$ cat src/pkg/rcr_pkg.sv
// constants and types of the reset cause recorder
package rcr_pkg;
    // clock rate and timing
    localparam int unsigned CLK_MHZ = 100;
    localparam int unsigned CYC_PER_MS = CLK_MHZ * 1000;
    localparam int unsigned T_POR_US = 10;
    localparam int unsigned POR_CYCLES = T_POR_US * CLK_MHZ;
    localparam int unsigned T_POWER_UP_DELAY_TIMER_A_MS = 4;
    localparam int unsigned T_POWER_UP_DELAY_TIMER_B_MS = 16;
    localparam int unsigned T_POWER_UP_DELAY_TIMER_C_MS = 64;
    localparam int unsigned POWER_UP_DELAY_TIMER_A_CYCLES = T_POWER_UP_DELAY_TIMER_A_MS * CYC_PER_MS;
    localparam int unsigned POWER_UP_DELAY_TIMER_B_CYCLES = T_POWER_UP_DELAY_TIMER_B_MS * CYC_PER_MS;
    localparam int unsigned POWER_UP_DELAY_TIMER_C_CYCLES = T_POWER_UP_DELAY_TIMER_C_MS * CYC_PER_MS;
    localparam int unsigned DLY_W = 24;
    // watchdog rc tick and time-out
    localparam int unsigned WDT_TICK_DIV = 100;
    localparam int unsigned WDT_TIMEOUT_TICKS = 2048;
    localparam int unsigned WDT_W = 16;
    // power-up delay selections
    localparam logic [1:0] POWER_UP_DELAY_TIMER_SEL_NONE = 2'h0;
    localparam logic [1:0] POWER_UP_DELAY_TIMER_SEL_A = 2'h1;
    localparam logic [1:0] POWER_UP_DELAY_TIMER_SEL_B = 2'h2;
    // program counter
    localparam int unsigned PC_W = 24;
    localparam logic [PC_W-1:0] VEC_RESET = 24'h000000;
    localparam logic [PC_W-1:0] VEC_CLKFAIL = 24'h000004;
    localparam logic [PC_W-1:0] PC_STEP = 24'h000002;
    // register bus
    localparam int unsigned ADDR_W = 4;
    localparam int unsigned DATA_W = 16;
    localparam logic [ADDR_W-1:0] ADDR_CAUSE = 4'h0;
    localparam logic [ADDR_W-1:0] ADDR_OSC = 4'h1;
    localparam logic [ADDR_W-1:0] ADDR_WDT = 4'h2;
    localparam logic [ADDR_W-1:0] ADDR_ISTAT = 4'h3;
    localparam logic [ADDR_W-1:0] ADDR_IMASK = 4'h4;
    // reset cause flag positions
    localparam int unsigned FLG_W = 8;
    localparam int unsigned FLG_POWERUP = 0;
    localparam int unsigned FLG_DEEPSTOP = 1;
    localparam int unsigned FLG_DOZE = 2;
    localparam int unsigned FLG_WDT = 3;
    localparam int unsigned FLG_SW = 4;
    localparam int unsigned FLG_EXT = 5;
    localparam int unsigned FLG_ILL = 6;
    localparam int unsigned FLG_TRAP = 7;
    localparam logic [FLG_W-1:0] CAUSE_RESET = 8'h01;
    // oscillator control fields and watchdog kick bit
    localparam int unsigned OSC_SWREQ = 0;
    localparam int unsigned OSC_FAIL = 3;
    localparam int unsigned OSC_CUR_LSB = 4;
    localparam int unsigned OSC_CUR_W = 3;
    localparam logic [OSC_CUR_W-1:0] OSC_SEL_FAST = 3'h1;
    localparam int unsigned WDT_KICK = 0;
    // interrupt status positions
    localparam int unsigned INT_W = 3;
    localparam int unsigned INT_CLKFAIL = 0;
    localparam int unsigned INT_WDT = 1;
    localparam int unsigned INT_EVENT = 2;

    typedef struct packed {
        logic swReset;
        logic trapLockup;
        logic illegalOp;
        logic irqWake;
        logic sleepMode;
        logic idleMode;
    } rcr_core_evt_t;

    typedef struct packed {
        logic masterClearN;
        logic oscRunning;
        logic startupDone;
        logic pllLocked;
        logic clockFail;
    } rcr_pins_t;

    typedef enum logic [1:0] {MODE_RUN, MODE_SLEEP, MODE_IDLE} rcr_mode_t;
endpackage

$ cat src/rtl/rcr_rc_tick.sv
// divider that stands in for the watchdog rc oscillator
`timescale 1ns/1ps
`default_nettype none
module rcr_rc_tick #(
    parameter int unsigned DIV = rcr_pkg::WDT_TICK_DIV
) (
    // clock and reset
    input wire logic clock,
    input wire logic sys_rst,
    // tick
    output logic tick
);
    logic [15:0] cnt_q;

    always_ff @(posedge clock) begin
        if (sys_rst) begin
            cnt_q <= 16'h0000;
            tick <= 1'b0;
        end else if (cnt_q == 16'(DIV - 1)) begin
            cnt_q <= 16'h0000;
            tick <= 1'b1;
        end else begin
            cnt_q <= cnt_q + 16'h0001;
            tick <= 1'b0;
        end
    end
endmodule // rcr_rc_tick
`default_nettype wire

$ cat src/rtl/rcr_watchdog.sv
// free-running watchdog counter on the rc tick
`timescale 1ns/1ps
`default_nettype none
module rcr_watchdog #(
    parameter int unsigned TIMEOUT_TICKS = rcr_pkg::WDT_TIMEOUT_TICKS
) (
    // clock and reset
    input wire logic clock,
    input wire logic sys_rst,
    // control
    input wire logic enable,
    input wire logic kick,
    // time-out
    output logic timeout
);
    logic tick;
    logic [rcr_pkg::WDT_W-1:0] cnt_q;

    rcr_rc_tick #(.DIV(rcr_pkg::WDT_TICK_DIV)) uTick (
        .clock(clock),
        .sys_rst(sys_rst),
        .tick(tick)
    );

    // counts on its own tick, blind to main clock failure [RULE_14]
    always_ff @(posedge clock) begin
        if (sys_rst || kick || !enable) begin
            cnt_q <= '0;
            timeout <= 1'b0;
        end else if (tick && cnt_q == rcr_pkg::WDT_W'(TIMEOUT_TICKS - 1)) begin
            cnt_q <= '0;
            timeout <= 1'b1;
        end else begin
            cnt_q <= tick ? cnt_q + 1'b1 : cnt_q;
            timeout <= 1'b0;
        end
    end
endmodule // rcr_watchdog
`default_nettype wire

$ cat src/rtl/rcr_top.sv
// reset cause recorder: power-up exit, cause flags, pc load
`timescale 1ns/1ps
`default_nettype none
// Contract
// RULE_01 - power-up delay expiry is independent of oscillator start-up
// RULE_02 - monitor on and clock not ready: trap, vector 4, fast oscillator, flags kept
// RULE_03 - monitor and delay timer both off: leave reset promptly
// RULE_04 - monitor off and no clock: hold core frozen at reset vector
// RULE_05 - cause flags readable and writable; untouched flags keep value
// RULE_06 - power-on: pc zero, power-up flag set, others cleared
// RULE_07 - pin reset running: set external, clear sw/wdt/doze/deep-stop
// RULE_08 - software reset: set software, clear external/wdt/doze/deep-stop
// RULE_09 - pin reset in sleep: set external and deep-stop, clear wdt/doze
// RULE_10 - pin reset in idle: set external and doze, clear wdt/deep-stop
// RULE_11 - watchdog reset to zero; watchdog wake continues at pc plus two
// RULE_12 - interrupt wake from sleep: set deep-stop, load interrupt vector
// RULE_13 - trap lock-up and illegal operation reset to zero, set own flag
// RULE_14 - watchdog runs free on its own rc tick
// RULE_15 - wait bias delay plus selected power-up delay, then release
// RULE_16 - clock failure: fast oscillator field, fail flag set, switch request cleared
// RULE_17 - watchdog time-out resets, except in sleep where it wakes
// RULE_18 - flag update and pc load happen in the release cycle
module rcr_top #(
    parameter int unsigned POWER_UP_DELAY_TIMER_A_CYCLES = rcr_pkg::POWER_UP_DELAY_TIMER_A_CYCLES,
    parameter int unsigned POWER_UP_DELAY_TIMER_B_CYCLES = rcr_pkg::POWER_UP_DELAY_TIMER_B_CYCLES,
    parameter int unsigned POWER_UP_DELAY_TIMER_C_CYCLES = rcr_pkg::POWER_UP_DELAY_TIMER_C_CYCLES,
    parameter int unsigned WDT_TIMEOUT_TICKS = rcr_pkg::WDT_TIMEOUT_TICKS
) (
    // clock and power-on reset
    input wire logic clock,
    input wire logic sys_rst,
    // configuration straps
    input wire logic fscmEnable,
    input wire logic [1:0] pwrtSel,
    input wire logic wdtEnable,
    input wire logic [rcr_pkg::OSC_CUR_W-1:0] oscCfgSel,
    // pins and clock status
    input wire rcr_pkg::rcr_pins_t pins,
    // core events
    input wire rcr_pkg::rcr_core_evt_t coreEvt,
    input wire logic [rcr_pkg::PC_W-1:0] curPc,
    input wire logic [rcr_pkg::PC_W-1:0] irqVector,
    // register port
    input wire logic [rcr_pkg::ADDR_W-1:0] addr,
    input wire logic [rcr_pkg::DATA_W-1:0] wrData,
    input wire logic wrEn,
    input wire logic rdEn,
    output logic [rcr_pkg::DATA_W-1:0] rdData,
    // core control
    output logic systemReset,
    output logic coreFrozen,
    output logic pcLoad,
    output logic [rcr_pkg::PC_W-1:0] pcValue,
    output logic clockFailTrap,
    output logic [rcr_pkg::OSC_CUR_W-1:0] currentOscField,
    output logic irq
);
    typedef enum logic [2:0] {ST_CAPTURE, ST_DELAY, ST_FREEZE, ST_RUN, ST_PIN_HOLD} rcr_state_t;
    typedef enum logic [3:0] {
        EV_NONE, EV_POR, EV_CLKTRAP, EV_PIN, EV_SW, EV_WDT_RST, EV_WDT_WAKE,
        EV_IRQ, EV_TRAP, EV_ILL
    } rcr_evt_t;

    rcr_state_t state_q, state_d;
    rcr_evt_t evt;
    rcr_pkg::rcr_mode_t pinMode_q;
    rcr_pkg::rcr_pins_t syncA_q, syncB_q;
    logic clock_fail_monitor_q;
    logic [1:0] pwrtSel_q;
    logic [rcr_pkg::DLY_W-1:0] dlyCnt_q, dlyTarget;
    logic [rcr_pkg::FLG_W-1:0] cause_q, cause_d, flgSet, flgClr;
    logic [rcr_pkg::OSC_CUR_W-1:0] oscCur_q;
    logic oscFail_q, oscSwReq_q;
    logic [rcr_pkg::INT_W-1:0] intStat_q, intMask_q, intSet;
    logic [rcr_pkg::PC_W-1:0] evtPc;
    logic clkOk, pinLow, wdtTimeout, wdtKick;

    function automatic logic hit(input logic [rcr_pkg::ADDR_W-1:0] a,
                                 input logic [rcr_pkg::ADDR_W-1:0] r);
        hit = (a == r);
    endfunction

    function automatic logic [rcr_pkg::DLY_W-1:0] pwrtCycles(input logic [1:0] sel);
        case (sel)
            rcr_pkg::POWER_UP_DELAY_TIMER_SEL_NONE: pwrtCycles = '0;
            rcr_pkg::POWER_UP_DELAY_TIMER_SEL_A: pwrtCycles = rcr_pkg::DLY_W'(POWER_UP_DELAY_TIMER_A_CYCLES);
            rcr_pkg::POWER_UP_DELAY_TIMER_SEL_B: pwrtCycles = rcr_pkg::DLY_W'(POWER_UP_DELAY_TIMER_B_CYCLES);
            default: pwrtCycles = rcr_pkg::DLY_W'(POWER_UP_DELAY_TIMER_C_CYCLES);
        endcase
    endfunction

    // two-stage synchroniser for pins and clock status
    always_ff @(posedge clock) begin
        if (sys_rst) begin
            syncA_q <= '{masterClearN: 1'b1, default: 1'b0};
            syncB_q <= '{masterClearN: 1'b1, default: 1'b0};
        end else begin
            syncA_q <= pins;
            syncB_q <= syncA_q;
        end
    end

    // clock readiness is sampled, never waited on, at delay expiry [RULE_01]
    assign clkOk = syncB_q.oscRunning && syncB_q.startupDone && syncB_q.pllLocked;
    assign pinLow = !syncB_q.masterClearN;
    assign wdtKick = wrEn && hit(addr, rcr_pkg::ADDR_WDT) && wrData[rcr_pkg::WDT_KICK];

    rcr_watchdog #(.TIMEOUT_TICKS(WDT_TIMEOUT_TICKS)) uWdt (
        .clock(clock),
        .sys_rst(sys_rst),
        .enable(wdtEnable),
        .kick(wdtKick),
        .timeout(wdtTimeout)
    );

    // monitor and delay straps caught once after reset release
    always_ff @(posedge clock) begin
        if (sys_rst) begin
            clock_fail_monitor_q <= 1'b0;
            pwrtSel_q <= rcr_pkg::POWER_UP_DELAY_TIMER_SEL_NONE;
        end else if (state_q == ST_CAPTURE) begin
            clock_fail_monitor_q <= fscmEnable;
            pwrtSel_q <= pwrtSel;
        end
    end

    // bias settle plus power-up delay; no delay selected gives a prompt exit [RULE_15] [RULE_03]
    assign dlyTarget = rcr_pkg::DLY_W'(rcr_pkg::POR_CYCLES) + pwrtCycles(pwrtSel_q);

    always_ff @(posedge clock) begin
        if (sys_rst || state_q != ST_DELAY) begin
            dlyCnt_q <= '0;
        end else begin
            dlyCnt_q <= dlyCnt_q + 1'b1;
        end
    end

    // event decode and sequence
    always_comb begin
        state_d = state_q;
        evt = EV_NONE;
        case (state_q)
            ST_CAPTURE: state_d = ST_DELAY;
            ST_DELAY: begin
                if (dlyCnt_q >= dlyTarget - 1'b1) begin
                    if (clkOk) begin
                        evt = EV_POR;
                        state_d = ST_RUN;
                    end else if (clock_fail_monitor_q) begin
                        evt = EV_CLKTRAP; // [RULE_02]
                        state_d = ST_RUN;
                    end else begin
                        state_d = ST_FREEZE; // [RULE_04]
                    end
                end
            end
            ST_FREEZE: begin
                if (clkOk) begin
                    evt = EV_POR;
                    state_d = ST_RUN;
                end
            end
            ST_RUN: begin
                if (pinLow) begin
                    state_d = ST_PIN_HOLD;
                end else if (coreEvt.trapLockup) begin
                    evt = EV_TRAP;
                end else if (coreEvt.illegalOp) begin
                    evt = EV_ILL;
                end else if (clock_fail_monitor_q && syncB_q.clockFail) begin
                    evt = EV_CLKTRAP;
                end else if (wdtTimeout) begin
                    evt = coreEvt.sleepMode ? EV_WDT_WAKE : EV_WDT_RST; // [RULE_17]
                end else if (coreEvt.swReset) begin
                    evt = EV_SW;
                end else if (coreEvt.irqWake && coreEvt.sleepMode) begin
                    evt = EV_IRQ;
                end
            end
            ST_PIN_HOLD: begin
                if (!pinLow) begin
                    evt = EV_PIN;
                    state_d = ST_RUN;
                end
            end
            default: state_d = ST_CAPTURE;
        endcase
    end

    // flag effect and target address of each event
    always_comb begin
        flgSet = '0;
        flgClr = '0;
        evtPc = rcr_pkg::VEC_RESET;
        case (evt)
            EV_POR: flgSet[rcr_pkg::FLG_POWERUP] = 1'b1; // [RULE_06]
            EV_CLKTRAP: evtPc = rcr_pkg::VEC_CLKFAIL; // [RULE_02]
            EV_PIN: begin
                flgSet[rcr_pkg::FLG_EXT] = 1'b1;
                flgClr[rcr_pkg::FLG_WDT] = 1'b1;
                case (pinMode_q)
                    rcr_pkg::MODE_SLEEP: begin
                        flgSet[rcr_pkg::FLG_DEEPSTOP] = 1'b1; // [RULE_09]
                        flgClr[rcr_pkg::FLG_DOZE] = 1'b1;
                    end
                    rcr_pkg::MODE_IDLE: begin
                        flgSet[rcr_pkg::FLG_DOZE] = 1'b1; // [RULE_10]
                        flgClr[rcr_pkg::FLG_DEEPSTOP] = 1'b1;
                    end
                    default: begin
                        flgClr[rcr_pkg::FLG_SW] = 1'b1; // [RULE_07]
                        flgClr[rcr_pkg::FLG_DOZE] = 1'b1;
                        flgClr[rcr_pkg::FLG_DEEPSTOP] = 1'b1;
                    end
                endcase
            end
            EV_SW: begin
                flgSet[rcr_pkg::FLG_SW] = 1'b1; // [RULE_08]
                flgClr[rcr_pkg::FLG_EXT] = 1'b1;
                flgClr[rcr_pkg::FLG_WDT] = 1'b1;
                flgClr[rcr_pkg::FLG_DOZE] = 1'b1;
                flgClr[rcr_pkg::FLG_DEEPSTOP] = 1'b1;
            end
            EV_WDT_RST: begin
                flgSet[rcr_pkg::FLG_WDT] = 1'b1; // [RULE_11]
                flgClr[rcr_pkg::FLG_EXT] = 1'b1;
                flgClr[rcr_pkg::FLG_SW] = 1'b1;
                flgClr[rcr_pkg::FLG_DOZE] = 1'b1;
                flgClr[rcr_pkg::FLG_DEEPSTOP] = 1'b1;
            end
            EV_WDT_WAKE: begin
                flgSet[rcr_pkg::FLG_WDT] = 1'b1; // [RULE_11]
                flgSet[rcr_pkg::FLG_DEEPSTOP] = 1'b1;
                evtPc = rcr_pkg::PC_W'(curPc + rcr_pkg::PC_STEP);
            end
            EV_IRQ: begin
                flgSet[rcr_pkg::FLG_DEEPSTOP] = 1'b1; // [RULE_12]
                evtPc = irqVector;
            end
            EV_TRAP: flgSet[rcr_pkg::FLG_TRAP] = 1'b1; // [RULE_13]
            EV_ILL: flgSet[rcr_pkg::FLG_ILL] = 1'b1; // [RULE_13]
            default: evtPc = rcr_pkg::VEC_RESET;
        endcase
    end

    always_ff @(posedge clock) begin
        if (sys_rst) begin
            state_q <= ST_CAPTURE;
        end else begin
            state_q <= state_d;
        end
    end

    // power mode seen when the pin went low
    always_ff @(posedge clock) begin
        if (sys_rst) begin
            pinMode_q <= rcr_pkg::MODE_RUN;
        end else if (state_q == ST_RUN && pinLow) begin
            if (coreEvt.sleepMode) begin
                pinMode_q <= rcr_pkg::MODE_SLEEP;
            end else if (coreEvt.idleMode) begin
                pinMode_q <= rcr_pkg::MODE_IDLE;
            end else begin
                pinMode_q <= rcr_pkg::MODE_RUN;
            end
        end
    end

    // cause register: software write, then event effect on top [RULE_05] [RULE_18]
    always_comb begin
        cause_d = cause_q;
        if (wrEn && hit(addr, rcr_pkg::ADDR_CAUSE)) begin
            cause_d = wrData[rcr_pkg::FLG_W-1:0];
        end
        cause_d = (cause_d & ~flgClr) | flgSet;
    end

    always_ff @(posedge clock) begin
        if (sys_rst) begin
            cause_q <= rcr_pkg::CAUSE_RESET; // [RULE_06]
        end else begin
            cause_q <= cause_d;
        end
    end

    // oscillator control; failure switches to the fast oscillator [RULE_16]
    always_ff @(posedge clock) begin
        if (sys_rst) begin
            oscCur_q <= '0;
            oscFail_q <= 1'b0;
            oscSwReq_q <= 1'b0;
        end else if (state_q == ST_CAPTURE) begin
            oscCur_q <= oscCfgSel;
        end else if (evt == EV_CLKTRAP) begin
            oscCur_q <= rcr_pkg::OSC_SEL_FAST;
            oscFail_q <= 1'b1;
            oscSwReq_q <= 1'b0;
        end else if (wrEn && hit(addr, rcr_pkg::ADDR_OSC)) begin
            oscCur_q <= wrData[rcr_pkg::OSC_CUR_LSB +: rcr_pkg::OSC_CUR_W];
            oscFail_q <= wrData[rcr_pkg::OSC_FAIL];
            oscSwReq_q <= wrData[rcr_pkg::OSC_SWREQ];
        end
    end

    // interrupt status: sticky, cleared by a read, set wins
    always_comb begin
        intSet = '0;
        intSet[rcr_pkg::INT_CLKFAIL] = (evt == EV_CLKTRAP);
        intSet[rcr_pkg::INT_WDT] = (evt == EV_WDT_RST) || (evt == EV_WDT_WAKE);
        intSet[rcr_pkg::INT_EVENT] = (evt != EV_NONE);
    end

    always_ff @(posedge clock) begin
        if (sys_rst) begin
            intStat_q <= '0;
        end else if (rdEn && hit(addr, rcr_pkg::ADDR_ISTAT)) begin
            intStat_q <= intSet;
        end else begin
            intStat_q <= intStat_q | intSet;
        end
    end

    always_ff @(posedge clock) begin
        if (sys_rst) begin
            intMask_q <= '0;
        end else if (wrEn && hit(addr, rcr_pkg::ADDR_IMASK)) begin
            intMask_q <= wrData[rcr_pkg::INT_W-1:0];
        end
    end

    // read port, data one cycle after the strobe
    always_ff @(posedge clock) begin
        if (sys_rst || !rdEn) begin
            rdData <= '0;
        end else begin
            case (addr)
                rcr_pkg::ADDR_CAUSE: rdData <= rcr_pkg::DATA_W'(cause_q);
                rcr_pkg::ADDR_OSC: rdData <= rcr_pkg::DATA_W'({oscCur_q, oscFail_q,
                    2'h0, oscSwReq_q});
                rcr_pkg::ADDR_ISTAT: rdData <= rcr_pkg::DATA_W'(intStat_q);
                rcr_pkg::ADDR_IMASK: rdData <= rcr_pkg::DATA_W'(intMask_q);
                default: rdData <= '0;
            endcase
        end
    end

    // core-facing outputs, all registered [RULE_18]
    always_ff @(posedge clock) begin
        if (sys_rst) begin
            systemReset <= 1'b1;
            coreFrozen <= 1'b0;
            pcLoad <= 1'b0;
            pcValue <= rcr_pkg::VEC_RESET;
            clockFailTrap <= 1'b0;
            irq <= 1'b0;
        end else begin
            systemReset <= (state_d != ST_RUN);
            coreFrozen <= (state_d == ST_FREEZE); // [RULE_04]
            pcLoad <= (evt != EV_NONE);
            pcValue <= (evt != EV_NONE) ? evtPc : pcValue;
            clockFailTrap <= (evt == EV_CLKTRAP);
            irq <= |(intStat_q & intMask_q);
        end
    end

    assign currentOscField = oscCur_q;
endmodule // rcr_top
`default_nettype wire

$ cat config.mk
export PLATFORM = sky130hd
export DESIGN_NAME = rcr_top
export DESIGN_NICKNAME = d
export VERILOG_FILES = /design/src/pkg/rcr_pkg.sv /design/src/rtl/rcr_rc_tick.sv /design/src/rtl/rcr_watchdog.sv /design/src/rtl/rcr_top.sv
export SDC_FILE = /design/constraint.sdc
export NUM_CORES = 1
export LEC_CHECK = 0
export BUFFER_PORTS_ARGS = -buffer_cell sky130_fd_sc_hd__buf_4
export CAP_MARGIN = 20
export CORE_ASPECT_RATIO = 0.9
export CORE_UTILIZATION = 55
export CTS_CLUSTER_DIAMETER = 60
export CTS_CLUSTER_SIZE = 24
export DETAILED_ROUTE_END_ITERATION = 7
export PLACE_DENSITY_LB_ADDON = 0.1
export SYNTH_ARGS = -nofsm -noshare
export SYNTH_HDL_FRONTEND = slang
export SYNTH_HIERARCHICAL = 1
export SYNTH_SLANG_ARGS = --single-unit
$ cat constraint.sdc
create_clock -name clock -period 4.19 [get_ports clock]
set_clock_uncertainty 0.05 [all_clocks]
set_input_delay 0.2095 -clock clock [delete_from_list [all_inputs] [get_ports clock]]
set_output_delay 0.2095 -clock clock [all_outputs]
set_load 0.05 [all_outputs]
==> out/metrics.yaml <==
outcome:
  status: "completed"
sta:
  tightest_slew_ns: 1.08
  setup_viol: 0
  slew_violations: 0
  fmax_mhz: 288
  finalSetupTns_ns: 0
  period_minus_slack_ns: 3.48
  slew_headroom_pct: 26.8
  rsz0062_at_grt: "no"
  timing.final.crit_share_pct: 83.0
  setup_slack_ns: 0.713
  hold_viol: 0
  hold_slack_ns: 0.0123
clock_network:
  clockBufferDepth: 2
  cts_tree: "built"
  cts_setup_buffers: 0
  clk_latency_ns: 0.42
  htree_levels: 4
  cts_buffers: 17
  cts_sinks: 132
  cts.reportedPaths.clkPinSlew_ns: 0.06
  cts_root_buffer: "clkbuf_16"
place:
  dp_hpwl_microns: 10800
  io_buffers: 121
  place_ws_ns: 0.734
  place_congestion: 0.909
final_layout:
  post_route_cells_drive_above_1_share_pct: 20.3
  diodes: 0
  area_growth_syn_to_layout_pct: 24.9
  fin_nets: 1010
route:
  dr.pass1.iters: 5
  vias: 5859
  viasPerCell: 5.52
  drt_iter0_drc: 453
  drcViolationCount: 0
  routed_wl_microns: 15500
  dr_wl_met3_microns: 710
  top_layer_used: "met4"
  wl_per_cell_microns: 14.6
  wl_met1_microns: 6990
  route.met2.wl_microns: 7510
  antenna_left: 0
logic_synthesis:
  synth_cell_types: 60
  synth-seq-cells: 132
  seq_area_frac_synth_pct: 39.5
  ys.flop_type: "dfxtp_1"
  avgSynthCellArea_sq_um: 8.68
  synth.top_cells.by_area: "dfxtp_1 (40%), ha_1 (5.1%), nand2_1 (4.9%)"
  netlist.area_leader.share_pct: 39.5
  synth-edff-count: 0
  syn_area_sq_um: 6690
  async_flop_share_pct: 0
  yosysWarningCount: 6
  syn-instance-count: 771
  yosys.area.top_type: "dfxtp_1"
critical_path:
  critPathLaunch: "pwrtSel_q[0]"
  r2r_slack_ns: 0.71
  cp-start-kind: "register"
  crit_path_end_kind: "register"
  slowest_stage: "buf_4"
  reg2regPathDepth: 12
  cp.arrival_ns: 3.72
  worstReg2RegEnd: "pcValue[2]"
  path_common_cell: "ha_1"
  worstSetupPathType: "reg -> reg"
  cp_data_required_time_ns: 4.43
  slowest_delay_ns: 0.48
  r2r-start: "pwrtSel_q[0]"
  cp_cell_sequence: "inv_1, ha_1, ha_1, a211oi_1, nor2_1, o311ai_4, nand4_4, o41ai_4, buf_4, mux2_2, nand2_1, a31oi_1"
  worstPathMaxFanout: 48
global_routing:
  grt_pass1_wl_microns: 25700
  grt_pass1_vias: 5624
  antenna_found_initial: 0
  grt_max_degree: 51
  gr-usage-all-layers_pct: 25.2
  overflow: 0
floorplanning:
  die_h_microns: 107
  io_pins: 138
  coreArea_sq_um: 11600
  dieWidth_microns: 118
  rows: 37
  dieArea_sq_um: 12600
  start_util_pct: 57.6
power_and_ir_drop:
  p_per_area_nw_per_um2: 368
  leakage_nw: 3.44
  peakVddDrop_mv: 0.256
hold_path:
  hold_class: "in -> reg"
  min_from: "wrData[2]"
  worstHoldEndpoint: "intMask_q[2]"
  min_path_cells: 3
flow_run:
  cap_violations: 0
cell type report:
cell class / instances / area [sq um]
Tap cell: 156 / 195
Clock inverter: 10 / 153
Clock buffer: 22 / 474
Inverter: 22 / 82.6
Timing Repair Buffer: 136 / 1050
Sequential cell: 132 / 2640
Fill cell: 929 / 3270
Multi-Input combinational cell: 584 / 3760
per-layer routing:
layer | vias to the layer above | global-route usage (%)
met3 | 29 | 6.33
met4 | 0 | 10.2
li1 | 2946 | -
met1 | 2725 | 30.3
met5 | - | 0
met2 | 159 | 43.2
worst max-delay path: cells and delay by family, from the launching register on:
| family | cells | cell delay (ns) |
|---|---|---|
| AOI/OAI and AO/OA | 4 | 0.94 |
| adders and majority gates | 2 | 0.57 |
| buffers and inverters | 2 | 0.57 |
| DFF | 1 | 0.42 |
| muxes | 1 | 0.39 |
| and+or+nand+nor | 3 | 0.37 |
Yosys cell counts, types with 7 or more instances:
master,count
a21oi_1,38
a22oi_1,8
and3_1,15
buf_2,8
buf_4,9
clkbuf_1,18
dfxtp_1,132
ha_1,27
inv_1,22
mux2i_1,14
nand2_1,88
nand3_1,41
nand4_1,15
nor2_1,86
nor2b_1,11
nor3_1,17
nor4_1,7
o21ai_0,27
o21ai_1,10
o2bb2ai_1,23
or3_1,9
xnor2_1,32
xor2_1,35
stage by stage:
step / cell area [sq um] / utilization, % / std cells / power, mW
finish: 8350 / 71.9 / 1062 / 3.08
detailed placement: 7610 / 65.5 / 1018 / 1.52
floorplan: 6720 / - / 778 / 1.43
CTS: 8350 / 71.8 / 1061 / 3.09
global route: 8350 / 71.9 / 1062 / 3.18
global placement: 7610 / 65.5 / 1018 / 1.51
placed cells by master, fill, tap and decap left out, drive strengths merged, types with 22 or more instances in the layout:
cell type	netlist	layout
a21oi	38	38
buf	22	124
clkbuf	18	23
dfxtp	132	132
ha	27	27
inv	22	22
nand2	89	89
nand3	43	43
nor2	90	90
o21ai	37	37
o2bb2ai	23	23
xnor2	32	32
xor2	35	35
power breakdown:
group          internal (mW)  leakage [nW]  switching [mW]
clock network           1.04         0.310           0.539
logic                  0.101          2.06           0.117
registers               1.27          1.07          0.0138
state kept, by name (all words and copies together) (netlist names), 2 cells and up:
name / flops
cause_q: 8
currentOscField: 3
dlyCnt_q: 24
intMask_q: 3
intStat_q: 3
pcValue: 24
pinMode_q: 2
pwrtSel_q: 2
rdData: 8
state_q: 3
syncA_q: 5
syncB_q: 5
uWdt/cnt_q: 16
uWdt/uTick/cnt_q: 16
how the worst max path moves through the flow:
stage | to | slack, ns | cells past startpoint
2_1_floorplan | pcValue[23] | 1.33 | 12
3_3_place_gp | pcValue[2] | 0.86 | 12
3_5_place_dp | pcValue[2] | 0.73 | 12
4_1_cts | pcValue[2] | 0.69 | 12
5_1_grt | pcValue[2] | 0.42 | 12
6_report | pcValue[2] | 0.71 | 12
what timing repair did:
item                                   CTS  global route
endpoints found under the hold margin   11             0
hold buffers                            11             0
gates resized for setup                  0             0
logic make-up (layout without fill, tap and decap cells):
group,after synthesis,in the layout,synth area share [%]
DFF,132,132,39.5
muxes,17,17,2.60
adders and majority gates,27,27,5.05
other,1,8,0.0561
AOI/OAI and AO/OA,131,131,13.1
and+or+nand+nor,334,334,26.2
buffers and inverters,62,190,4.69
xor gates and xnor gates,67,67,8.77
Note: power is estimated with default switching activity, not from simulation.
